--- src/touch_key_regs.svh ---
`ifndef TOUCH_KEY_REGS_SVH
`define TOUCH_KEY_REGS_SVH

// register offsets on the local port
`define TK_OFS_CTRL 8'h00
`define TK_OFS_CNT_LO 8'h01
`define TK_OFS_CNT_HI 8'h02
`define TK_OFS_IRQ_STAT 8'h03
`define TK_OFS_IRQ_MASK 8'h04

// control register fields
`define TK_CTRL_FLAG_BIT 7
`define TK_CTRL_PERIOD_BIT 4
`define TK_CTRL_CHAN_LSB 0
`define TK_CTRL_RESET 8'h00

// upper count byte fields
`define TK_HI_CHANGE_BIT 7
`define TK_CNT_HI_RESET 8'h00

// interrupt status and mask bits
`define TK_IRQ_CYCLE_BIT 0
`define TK_IRQ_CHANGE_BIT 1
`define TK_IRQ_RESET 2'h0

// timing in its own units
`define TK_CLK_MHZ 100
`define TK_PERIOD_SHORT_US 1000
`define TK_PERIOD_LONG_US 2000
`define TK_PREP_US 87

// derived cycle counts
`define TK_PERIOD_SHORT_CYC (`TK_PERIOD_SHORT_US * `TK_CLK_MHZ)
`define TK_PERIOD_LONG_CYC (`TK_PERIOD_LONG_US * `TK_CLK_MHZ)
`define TK_PREP_CYC (`TK_PREP_US * `TK_CLK_MHZ)

`endif

--- src/touch_key_pkg.sv ---
package touch_key_pkg;

  // channel field codes
  typedef enum logic [2:0] {
    CHAN_OFF = 3'h0,
    CHAN_IN0 = 3'h1,
    CHAN_IN5 = 3'h6,
    CHAN_NONE = 3'h7
  } chan_code_t;

  // timing phase, one-hot
  typedef enum logic [1:0] {
    PH_PREP = 2'h1,
    PH_DETECT = 2'h2
  } phase_t;

  // software settings held in the control register
  typedef struct packed {
    logic period_select;
    logic [2:0] chan;
  } ctrl_t;

  // register port request
  typedef struct packed {
    logic [7:0] addr;
    logic [7:0] wdata;
    logic wr;
    logic rd;
  } bus_req_t;

endpackage

--- src/touch_key_counter.sv ---
// Strobed register access and the register addresses were decided locally.
`timescale 1ns/100ps
`include "touch_key_regs.svh"
// Notes on behaviour
// - count is cleared, both bytes, when preparation ends
// - during detection the count rises on each sensed edge, holding at its maximum
// - during preparation the count holds for the handler
// - flag and interrupt raised as preparation starts; count kept 87 us
// - more capacitance slows the sense input, giving a smaller count
// - any control register write clears the flag and its request
// - period bit picks 1 ms or 2 ms; first 87 us is preparation
// - channel 0 powers off, 1 to 6 select inputs, 7 no input
// - write during detection sets change flag, skips this cycle's flag
// - change flag is bit 7 of high byte, cleared when preparation ends
module touch_key_counter
  import touch_key_pkg::*;
#(
  parameter int CNT_W = 14,
  parameter int N_CHAN = 6,
  parameter int PERIOD_SHORT_CYC = `TK_PERIOD_SHORT_CYC,
  parameter int PERIOD_LONG_CYC = `TK_PERIOD_LONG_CYC,
  parameter int PREP_CYC = `TK_PREP_CYC
) (
  // clock and reset
  input wire logic sys_clk_i,
  input wire logic rst_i,
  // register port
  input wire bus_req_t bus_i,
  output logic [7:0] rd_data_o,
  // interrupt
  output logic irq_o,
  // touch sense inputs, pulse train per electrode
  input wire logic [N_CHAN-1:0] sense_i,
  // analog front end control
  output logic module_power_o,
  output logic [N_CHAN-1:0] chan_connect_o
);

  localparam int TMR_W = $clog2(PERIOD_LONG_CYC + 1);
  localparam logic [TMR_W-1:0] PREP_LAST = TMR_W'(PREP_CYC - 1);
  localparam logic [TMR_W-1:0] SHORT_LAST = TMR_W'(PERIOD_SHORT_CYC - 1);
  localparam logic [TMR_W-1:0] LONG_LAST = TMR_W'(PERIOD_LONG_CYC - 1);
  localparam logic [CNT_W-1:0] CNT_MAX = '1;

  // channel code to one-hot connect vector, zero for off and none
  function automatic logic [N_CHAN-1:0] chan_onehot(input logic [2:0] c);
    logic [N_CHAN-1:0] v;
    v = '0;
    if (c >= CHAN_IN0 && c <= CHAN_IN5) begin
      v[c - 3'h1] = 1'b1;
    end
    return v;
  endfunction

  // state
  ctrl_t ctrl_q;
  logic cycle_flag_q;
  logic change_q;
  logic [CNT_W-1:0] count_q;
  logic [TMR_W-1:0] timer_q;
  phase_t phase_q;
  logic sense_prev_q;
  logic [1:0] irq_stat_q;
  logic [1:0] irq_mask_q;

  // address decode
  wire logic wr_ctrl = bus_i.wr && bus_i.addr == `TK_OFS_CTRL;
  wire logic wr_stat = bus_i.wr && bus_i.addr == `TK_OFS_IRQ_STAT;
  wire logic wr_mask = bus_i.wr && bus_i.addr == `TK_OFS_IRQ_MASK;

  // cycle timing
  wire logic [TMR_W-1:0] period_last =
    ctrl_q.period_select ? LONG_LAST : SHORT_LAST;
  wire logic cycle_end = timer_q >= period_last;
  wire logic prep_end = phase_q == PH_PREP && timer_q == PREP_LAST;
  wire logic in_detect = phase_q == PH_DETECT;

  // sense edge on the selected channel
  wire logic [N_CHAN-1:0] sel_vec = chan_onehot(ctrl_q.chan);
  wire logic sense_sel = |(sense_i & sel_vec);
  wire logic sense_edge = sense_sel && !sense_prev_q;
  wire logic count_step =
    in_detect && sense_edge && count_q != CNT_MAX;

  // events
  wire logic change_set = wr_ctrl && in_detect;
  wire logic flag_set = cycle_end && !change_q && !change_set;
  wire logic skip_evt = cycle_end && (change_q || change_set);
  wire logic [1:0] irq_evt = {skip_evt, flag_set};

  // read mux
  wire logic [7:0] ctrl_rd = {cycle_flag_q, 2'h0, ctrl_q.period_select,
                              1'b0, ctrl_q.chan};
  wire logic [7:0] hi_rd = {change_q, 1'b0,
                            count_q[CNT_W-1:8]};
  wire logic [7:0] rd_mux =
    bus_i.addr == `TK_OFS_CTRL ? ctrl_rd :
    bus_i.addr == `TK_OFS_CNT_LO ? count_q[7:0] :
    bus_i.addr == `TK_OFS_CNT_HI ? hi_rd :
    bus_i.addr == `TK_OFS_IRQ_STAT ? {6'h0, irq_stat_q} :
    bus_i.addr == `TK_OFS_IRQ_MASK ? {6'h0, irq_mask_q} : 8'h00;
  // status clears: write one, or any control write drops the cycle request
  wire logic [1:0] irq_clr = (wr_stat ? bus_i.wdata[1:0] : 2'h0) |
    {1'b0, wr_ctrl};
  // a new event in the same cycle wins over either clear
  wire logic [1:0] irq_stat_d = irq_evt | (irq_stat_q & ~irq_clr);

  // control register
  always_ff @(posedge sys_clk_i or posedge rst_i) begin
    if (rst_i) begin
      ctrl_q <= ctrl_t'(4'h0);
    end else if (wr_ctrl) begin
      ctrl_q.period_select <= bus_i.wdata[`TK_CTRL_PERIOD_BIT];
      ctrl_q.chan <= bus_i.wdata[`TK_CTRL_CHAN_LSB +: 3];
    end
  end

  // cycle timer and phase
  always_ff @(posedge sys_clk_i or posedge rst_i) begin
    if (rst_i) begin
      timer_q <= '0;
      phase_q <= PH_PREP;
    end else if (cycle_end) begin
      timer_q <= '0;
      phase_q <= PH_PREP;
    end else begin
      timer_q <= timer_q + TMR_W'(1);
      if (prep_end) begin
        phase_q <= PH_DETECT;
      end
    end
  end

  // cycle-complete flag, set wins over write clear
  always_ff @(posedge sys_clk_i or posedge rst_i) begin
    if (rst_i) begin
      cycle_flag_q <= 1'b0;
    end else if (flag_set) begin
      cycle_flag_q <= 1'b1;
    end else if (wr_ctrl || prep_end) begin
      cycle_flag_q <= 1'b0;
    end
  end

  // change flag, set wins over end-of-preparation clear
  // a rewrite mid-detection may spoil the count, so its flag is withheld
  always_ff @(posedge sys_clk_i or posedge rst_i) begin
    if (rst_i) begin
      change_q <= 1'b0;
    end else if (change_set) begin
      change_q <= 1'b1;
    end else if (prep_end) begin
      change_q <= 1'b0;
    end
  end

  // capacitance counter: fewer sensed edges for a larger load
  // edges, not levels, are counted so a long pulse counts once
  always_ff @(posedge sys_clk_i or posedge rst_i) begin
    if (rst_i) begin
      count_q <= '0;
      sense_prev_q <= 1'b0;
    end else begin
      sense_prev_q <= sense_sel;
      if (prep_end) begin
        count_q <= '0;
      end else if (count_step) begin
        count_q <= count_q + CNT_W'(1);
      end
    end
  end

  // interrupt status, mask and output
  always_ff @(posedge sys_clk_i or posedge rst_i) begin
    if (rst_i) begin
      irq_stat_q <= `TK_IRQ_RESET;
      irq_mask_q <= `TK_IRQ_RESET;
      irq_o <= 1'b0;
    end else begin
      irq_stat_q <= irq_stat_d;
      if (wr_mask) begin
        irq_mask_q <= bus_i.wdata[1:0];
      end
      irq_o <= |(irq_stat_q & irq_mask_q);
    end
  end

  // read data and front end outputs
  always_ff @(posedge sys_clk_i or posedge rst_i) begin
    if (rst_i) begin
      rd_data_o <= 8'h00;
      module_power_o <= 1'b0;
      chan_connect_o <= '0;
    end else begin
      rd_data_o <= bus_i.rd ? rd_mux : 8'h00;
      module_power_o <= ctrl_q.chan != CHAN_OFF;
      chan_connect_o <= sel_vec;
    end
  end
endmodule

--- config.mk ---
export PLATFORM = sky130hd
export DESIGN_NAME = touch_key_counter
export DESIGN_NICKNAME = d
export VERILOG_FILES = /design/src/touch_key_pkg.sv /design/src/touch_key_counter.sv
export VERILOG_INCLUDE_DIRS = /design/src
export SDC_FILE = /design/constraint.sdc
export NUM_CORES = 1
export LEC_CHECK = 0
export BUFFER_PORTS_ARGS = -buffer_cell sky130_fd_sc_hd__buf_2
export CAP_MARGIN = 20
export CORE_UTILIZATION = 52
export CTS_CLUSTER_SIZE = 25
export DETAILED_ROUTE_END_ITERATION = 8
export HOLD_SLACK_MARGIN = 0.03
export PLACE_DENSITY = 0.73
export SYNTH_ARGS = -nofsm -noshare
export SYNTH_HDL_FRONTEND = slang
export SYNTH_SLANG_ARGS = --single-unit
--- constraint.sdc ---
create_clock -name sys_clk_i -period 2.78 [get_ports sys_clk_i]
set_input_delay 0.278 -clock sys_clk_i [delete_from_list [all_inputs] [get_ports sys_clk_i]]
set_output_delay 0.278 -clock sys_clk_i [all_outputs]
set_load 0.01 [all_outputs]
==> key figures, run 1 <==
Worst setup path
  • Minimum setup slack among reg-to-reg paths: -0.002 ns
  • Critical path type: reg2reg
  • RR Startpoint: ctrl_q[0]
  • Reg2reg end: count_q[3]
  • CP required: just over 3 ns
  • Critical path arrival: just over 3 ns
  • Crit Path Max Fanout: 7
  • R2R depth: 9
  • Critical Path End: count_q[3]
  • CP Capture Type: flop
  • Crit start category: flop
  • Worst setup path start: ctrl_q[0]

Synth
  • Syn Area/Cell: 9.97 um2
  • Post-Syn Instances: roughly 310
  • Leading register cell type out of synthesis: dfrtp_1
  • Yosys cell types: 48
  • Synth top area share: 48.0%
  • Mapped Area: about 3100 um2
  • Post-synth top area cell: dfrtp_1
  • Syn. warnings: 0
  • Ys async rst share: 100%
  • Register area share after synthesis: roughly half
  • Top cells by count, synth: dfrtp_1, nor2_1, nand2_1, nand3_1
  • EDFF count, synth: 0
  • #FFs+latches synth: 61
  • Most numerous cell in the Yosys netlist: dfrtp_1
  • Syn nets: about 350
  • Synth top area cells: dfrtp_1, ha_1, nor2_1, xor2_1, nand3_1

Power and ir drop
  • Comb power frac: under 10%
  • Fraction of power consumed by sequential logic: 52.2%
  • Power density over the cells: approximately 460 nW/um2
  • Leak Pwr: between 1.5 and 2 nW
  • Worst vdd ir: around 0.30 mV
  • Sw power: around 450 uW
  • Total power: about 1.8 mW
  • Clk pwr share: slightly above 40%
  • Switch share: about a quarter
  • Int Power: approximately 1.3 mW

GRT
  • Antenna violations before repair: 0
  • Largest net degree at the start of global routing: 26
  • First-pass GRT wire length: 12.0 mm
  • Vias in the first global route: around 2,600
  • Total global-route track usage: between 20% and 30%
  • Grt total ovfl: 0

Placement
  • DP Cell Count: ~430
  • Final GP Congestion: just under 0.8
  • Port bufs: 37
  • Post-DP HPWL: about 4.9 mm

Timing
  • Fin. max-slew vios: 0
  • Fin. Hold Viols: 0
  • Unrepaired setup endpoints after global routing: true
  • Peak Freq: between 0.3 and 0.4 GHz
  • Final setup TNS: -0.00241 ns
  • Worst Skew: ~0.0067 ns
  • Setup violations, final: 1
  • Slew @ Worst Pin: between 0.5 and 0.6 ns
  • Tcrit/Tclk final: 100%
  • Fin worst setup slack: -0.00241 ns
  • Rel. slew slack: 63.1%
  • Final min period: around 2.8 ns

Run status
  • Violated checks: setup timing
  • Status: finished, violations left

Floorplanning
  • Rows: 27
  • Area of the core: between 5000 and 6000 um2
  • # IOs: 42
  • Chip height: slightly below 80 um
  • Starting density of the core: between 50% and 60%
  • DIE WIDTH: roughly 80 um
  • Total die area: ~6300 um2

Detailed routing
  • Vias per cell: 6.00
  • Initial DRC Count: roughly 270
  • Highest routed layer: met4
  • WL/cell: about 17 um
  • Total iterations of the first detailed-routing run: 4
  • Routed vias: 2,710
  • Post-route ant nets: 0
  • Wirelength, routed: ~7.6 mm
  • Met2 WL: about 3.6 mm
  • DRT met1 WL: around 3.4 mm
  • DRC: 0
  • Met3 routed WL: slightly below 400 um

Min path
  • Hold/Removal Path Class: in2reg

Layout
  • Area growth, synth to finish: 21.9%
  • Final design utilization: slightly below 70%
  • Filler Cells Inserted: roughly 440
  • Final #Nets: 414
  • Total inserted antenna cells: 0
  • Layout cells sized above 1: 27.1%
  • Non-filler cells in the finished layout: 452

CTS
  • H-Tree Depth: 3
  • Clock root buffer: clkbuf_8
  • Worst-path clk slew: ~0.07 ns
  • CTS tree: done
  • CTS max path bufs: 2
  • Total CTS buffers: 9
  • Clock sink count: 61
  • Clk_lat worst skew: 0.34 ns

Flow run
  • Max cap viols: 0
cells by family after synthesis:
family / Yosys count / share of synthesized area [%]
buffers and inverters: 21 / 2.84
xor gates and xnor gates: 19 / 5.32
DFF: 61 / 48.8
muxes: 7 / 2.48
and+or+nand+nor: 142 / 23.7
adders and majority gates: 13 / 5.20
AOI/OAI and AO/OA: 51 / 11.6
state kept, by name (all words and copies together), names as in the netlist:
register and count:
chan_connect_o 6, irq_stat_q 2, change_q 1, sense_prev_q 1, rd_data_o 8, phase_q 2
irq_o 1, cycle_flag_q 1, timer_q 18, count_q 14, ctrl_q 4, irq_mask_q 2
module_power_o 1
critical path, stage by stage (launching register included):
cell     delay [ns]
dfrtp_1        0.39
inv_2          0.08
ha_2           0.17
and3b_4        0.20
or4_4          0.54
o32a_1         0.44
a31o_4         0.31
buf_6          0.14
or3_4          0.32
a21oi_2        0.12
how the worst min path moves through the flow:
stage             start           end  slack (ns)  depth (start not counted)
6_report       bus_i[4]     ctrl_q[2]        0.17                          2
5_1_grt        bus_i[6]     ctrl_q[3]        0.17                          2
4_1_cts        bus_i[4]     ctrl_q[2]        0.17                          2
3_5_place_dp      rst_i     ctrl_q[2]        0.34                          2
3_3_place_gp      rst_i     ctrl_q[2]        0.34                          2
2_1_floorplan  bus_i[0]  rd_data_o[0]        0.41                          2
power by group through the flow:
stage                     clock network, mW  registers (mW)  logic (mW)
after floorplan                           0           0.936      0.0702
after global placement                    0           0.940       0.113
after detailed placement                  0           0.941       0.117
after CTS                             0.722           0.924       0.120
after global routing                  0.775           0.928       0.145
final                                 0.718           0.926       0.129
timing repair:
| item | in CTS | in global routing |
|---|---|---|
| hold endpoints to repair | 22 | 0 |
| hold buffers | 1 | 0 |
| setup endpoints to repair | 3 | 7 |
| gates resized for setup | 1 | 21 |
| pin swaps | 0 | 14 |
| setup buffers | 0 | 7 |
| gates cloned | 0 | 3 |
per-stage QoR:
step	cell area [um2]	setup WS, ns	hold slack [ns]
floorplan	3130	0.00915	0.408
global placement	3450	0.0327	0.341
detailed placement	3450	-0.0204	0.343
CTS	3650	0.00220	0.168
global route	3810	-0.0610	0.172
finish	3810	-0.00241	0.168
cell type report:
class / instances / area (um2) / share of cell area, %
clock buffer: 12 / 155 / 4.07
clock inverter: 4 / 22.5 / 0.590
inverter: 10 / 37.5 / 0.984
multi-input combinational: 235 / 1630 / 42.8
sequential: 61 / 1530 / 40.0
tap: 72 / 90.1 / 2.36
timing repair buffer: 58 / 349 / 9.15
layout by cell type, fill, tap and decap left out, types with 3 or more instances in the layout:
| cell | n |
|---|---|
| or4_4 | 4 |
| mux2_2 | 6 |
| clkinv_2 | 3 |
| buf_2 | 37 |
| nor2_1 | 42 |
| clkbuf_8 | 11 |
| nor2b_1 | 4 |
| nor3_1 | 8 |
| a222oi_1 | 3 |
| a21oi_1 | 6 |
| buf_4 | 19 |
| nand3_1 | 18 |
| a21oi_2 | 5 |
| and3_1 | 4 |
| o21ai_0 | 7 |
| nand2_1 | 23 |
| a21o_1 | 3 |
| xnor2_1 | 6 |
| inv_1 | 8 |
| nor4_1 | 4 |
| xor2_1 | 13 |
| or4_1 | 6 |
| or3_1 | 7 |
| ha_1 | 12 |
| dfrtp_1 | 60 |
| and4_1 | 4 |
| a221oi_1 | 4 |
| o31ai_1 | 4 |
| nand4_1 | 7 |
metal layers:
| metal | global-route usage, % | vias up |
|---|---|---|
| li1 | - | 1278 |
| met1 | 31.9 | 1324 |
| met4 | 11.6 | 0 |
| met3 | 6.06 | 18 |
| met5 | 0 | - |
| met2 | 39.3 | 90 |
(Power assumes the default switching activity.)
==> inputs of run 2 (changes only) <==
--- a/config.mk
+++ b/config.mk
@@ -6,13 +6,13 @@
 export SDC_FILE = /design/constraint.sdc
 export NUM_CORES = 1
 export LEC_CHECK = 0
-export BUFFER_PORTS_ARGS = -buffer_cell sky130_fd_sc_hd__buf_2
+export BUFFER_PORTS_ARGS = -buffer_cell sky130_fd_sc_hd__clkbuf_2
 export CAP_MARGIN = 20
-export CORE_UTILIZATION = 52
+export CORE_UTILIZATION = 55
 export CTS_CLUSTER_SIZE = 25
 export DETAILED_ROUTE_END_ITERATION = 8
 export HOLD_SLACK_MARGIN = 0.03
-export PLACE_DENSITY = 0.73
+export PLACE_DENSITY = 0.74
 export SYNTH_ARGS = -nofsm -noshare
 export SYNTH_HDL_FRONTEND = slang
 export SYNTH_SLANG_ARGS = --single-unit
==> constraint.sdc (replaced) <==
create_clock -name sys_clk_i -period 3.57 [get_ports sys_clk_i]
set_input_delay 0.357 -clock sys_clk_i [delete_from_list [all_inputs] [get_ports sys_clk_i]]
set_output_delay 0.357 -clock sys_clk_i [all_outputs]
set_load 0.01 [all_outputs]
==> run 2 against run 1 <==
Against the previous run: the run now ends clean; utilization fell by 2.9 points; power down 24%; worst setup slack gained 0.54 ns; fmax down 8.4%; combinational power fell by 38%; via count is 7.4% lower; sequential power down 22%; global-route usage fell by 1.3 points; critical endpoint is now count_q[9].
==> key figures, run 2 (synthesis results as in run 1) <==
Detailed routing
  • DRC: 0 (unchanged)
  • Routed vias: 2,509 (-7.4%)
  • WL/cell: 14.5 um (-14%)
  • Vias per cell: 5.81 (-3.1%)
  • Initial DRC Count: 181 (-34%)
  • Total iterations of the first detailed-routing run: 4 (unchanged)
  • Post-route ant nets: 0 (unchanged)
  • Wirelength, routed: 6.26 mm (-17%)

Layout
  • Largest regs: timer_q: 18 flops, count_q: 14 flops, rd_data_o: 8 flops
  • Design Area, Final: 3560 um2 (-6.6%)
  • Filler Cells Inserted: 456 (+3.2%)
  • Non-filler cells in the finished layout: 432 (-4.4%)
  • Most frequent cells in the layout: dfrtp_1, nor2_1, clkbuf_2, nand2_1, nand3_1
  • Most flop-heavy register: timer_q
  • Final #Nets: 394 (-4.8%)
  • Layout cells sized above 1: 19.2% (-7.9 points)
  • Total inserted antenna cells: 0 (unchanged)
  • Area growth, synth to finish: 13.8%
  • Most common cell after layout, fill and taps aside: dfrtp_1
  • Final design utilization: 64.7% (-2.9 points)
  • Max FFs per register: 18 (unchanged)

Power and ir drop
  • Leak Pwr: 1.64 nW (-6.5%)
  • Worst vdd ir: 0.224 mV (-25%)
  • Total power: 1.34 mW (-24%)
  • Power density over the cells: 377 nW/um2 (-19%)

Timing
  • Slew @ Worst Pin: 0.765 ns (+0.215 ns)
  • Peak Freq: 0.329 GHz (-8.4%)
  • Rel. slew slack: 48.9% (-14 points)
  • Min Hold Slack: 0.139 ns (-0.0290 ns)
  • Unrepaired setup endpoints after global routing: false
  • Fin. max-slew vios: 0 (unchanged)
  • Setup violations, final: 0 (-1)
  • Final setup TNS: 0 ns (+0.00241 ns)
  • Fin worst setup slack: 0.533 ns (+0.535 ns)
  • Tcrit/Tclk final: 85.1% (-15 points)
  • Worst Skew: 0.00797 ns (+0.00130 ns)
  • Final min period: 3.04 ns (+0.255 ns)
  • Fin. Hold Viols: 0 (unchanged)

Worst setup path
  • CP Depth: 8 (-1)
  • Crit start category: flop
  • Worst setup path start: ctrl_q[0]
  • Crit path buffers/inverters: 1 (-1)
  • Critical path's top delay family: simple AND/OR/NAND/NOR gates
  • CP Capture Type: flop
  • CP required: 3.83 ns (+0.78 ns)
  • Critical path arrival: 3.30 ns (+0.24 ns)
  • Crit path cell chain: inv_1 > ha_1 > xor2_1 > or4_4 > o32a_1 > a31o_2 > or4_1 > a21oi_1
  • RR Startpoint: ctrl_q[0]
  • Worst path max stage delay: 0.55 ns (about the same)
  • Critical path type: reg2reg
  • R2R depth: 8 (-1)
  • Slowest CP cell: or4_1
  • Crit Path Max Fanout: 26 (+19)

Floorplanning
  • # IOs: 42 (unchanged)
  • Starting density of the core: 56.9% (+1.4 points)
  • Area of the core: 5510 um2 (-2.4%)
  • Chip height: 77.4 um (-2.7%)
  • Rows: 27 (unchanged)
  • DIE WIDTH: 77.4 um (-2.7%)
  • Total die area: 6000 um2 (-5.3%)

GRT
  • Vias in the first global route: 2,460 (-6.1%)
  • Grt total ovfl: 0 (unchanged)
  • Total global-route track usage: 23.5% (-1.3 points)
  • Largest net degree at the start of global routing: 40 (+54%)
  • First-pass GRT wire length: 11.0 mm (-8.1%)
  • Antenna violations before repair: 0 (unchanged)

CTS
  • Hold buffer count at CTS: 0 (-1)
  • CTS max path bufs: 2 (unchanged)
  • Clock sink count: 61 (unchanged)
  • Clock root buffer: clkbuf_8
  • Post_cts resized: 0 (-1)
  • # Post-CTS Setup Buffers: 0 (unchanged)
  • Worst-path clk slew: 0.06 ns (about the same)
  • Total CTS buffers: 9 (unchanged)
  • H-Tree Depth: 3 (unchanged)
  • Clk_lat worst skew: 0.34 ns (about the same)
  • CTS tree: done

Placement
  • Final GP Congestion: 0.817 (+3.2%)
  • DP Cell Count: 416 (-2.1%)
  • Pre-CTS WS: 0.546 ns (+0.566 ns)
  • Placed inst area: 3380 um2 (-2.0%)
  • Post-DP HPWL: 4.46 mm (-9.6%)
  • Port bufs: 37 (unchanged)

Run status
  • Status: finished clean

Flow run
  • Max cap viols: 0 (unchanged)

Min path
  • Hold/Removal Path Class: in2async
run 2: cell types whose count changed in the layout (fill, tap and decap cells not counted), moves of 3 or more:
cell,change
a21oi_1,+5
a21oi_2,-5
buf_2,-37
buf_4,-15
clkbuf_2,+37
o31ai_1,+3
or4_1,+3
or4_4,-3
run 2: metal layers:
metal / vias up / GRT usage [%] / part of all wire [%] / wire length [um]
met3: 15 / 4.12 / 4.8 / 298
met1: 1193 / 29.4 / 45 / 2840
met2: 70 / 38.9 / 47 / 2950
met5: - / 0 / 0 / 0
met4: 0 / 12.3 / 2.7 / 168
li1: 1231 / - / - / -
run 2: worst register-to-register path: stages, from the launching register on:
cell and delay, ns:
dfrtp_1 0.53, inv_1 0.14, ha_1 0.25, xor2_1 0.20, or4_4 0.46, o32a_1 0.32
a31o_2 0.36, or4_1 0.55, a21oi_1 0.15
run 2: final timing paths:
path / endpoint / slack [ns]
setup reg to reg: count_q[9] / 0.53
hold reg to reg: timer_q[0] / 0.49
setup / recovery: count_q[9] / 0.53
min in group sys_clk_i: ctrl_q[2] / 0.25
max in group asynchronous: count_q[10] / 2.64
hold / removal: timer_q[15] / 0.14
run 2: power breakdown:
part | internal, mW | switching [mW]
Clock | 0.286 | 0.253
Combinational | 0.0320 | 0.0480
Sequential | 0.705 | 0.0181
run 2: layout make-up:
class	instances	area (um2)	share of cell area (%)
sequential	61	1530	42.9
clock inverter	4	22.5	0.632
clock buffer	12	155	4.36
inverter	10	37.5	1.05
tap	72	90.1	2.53
multi-input combinational	232	1510	42.5
timing repair buffer	41	215	6.04
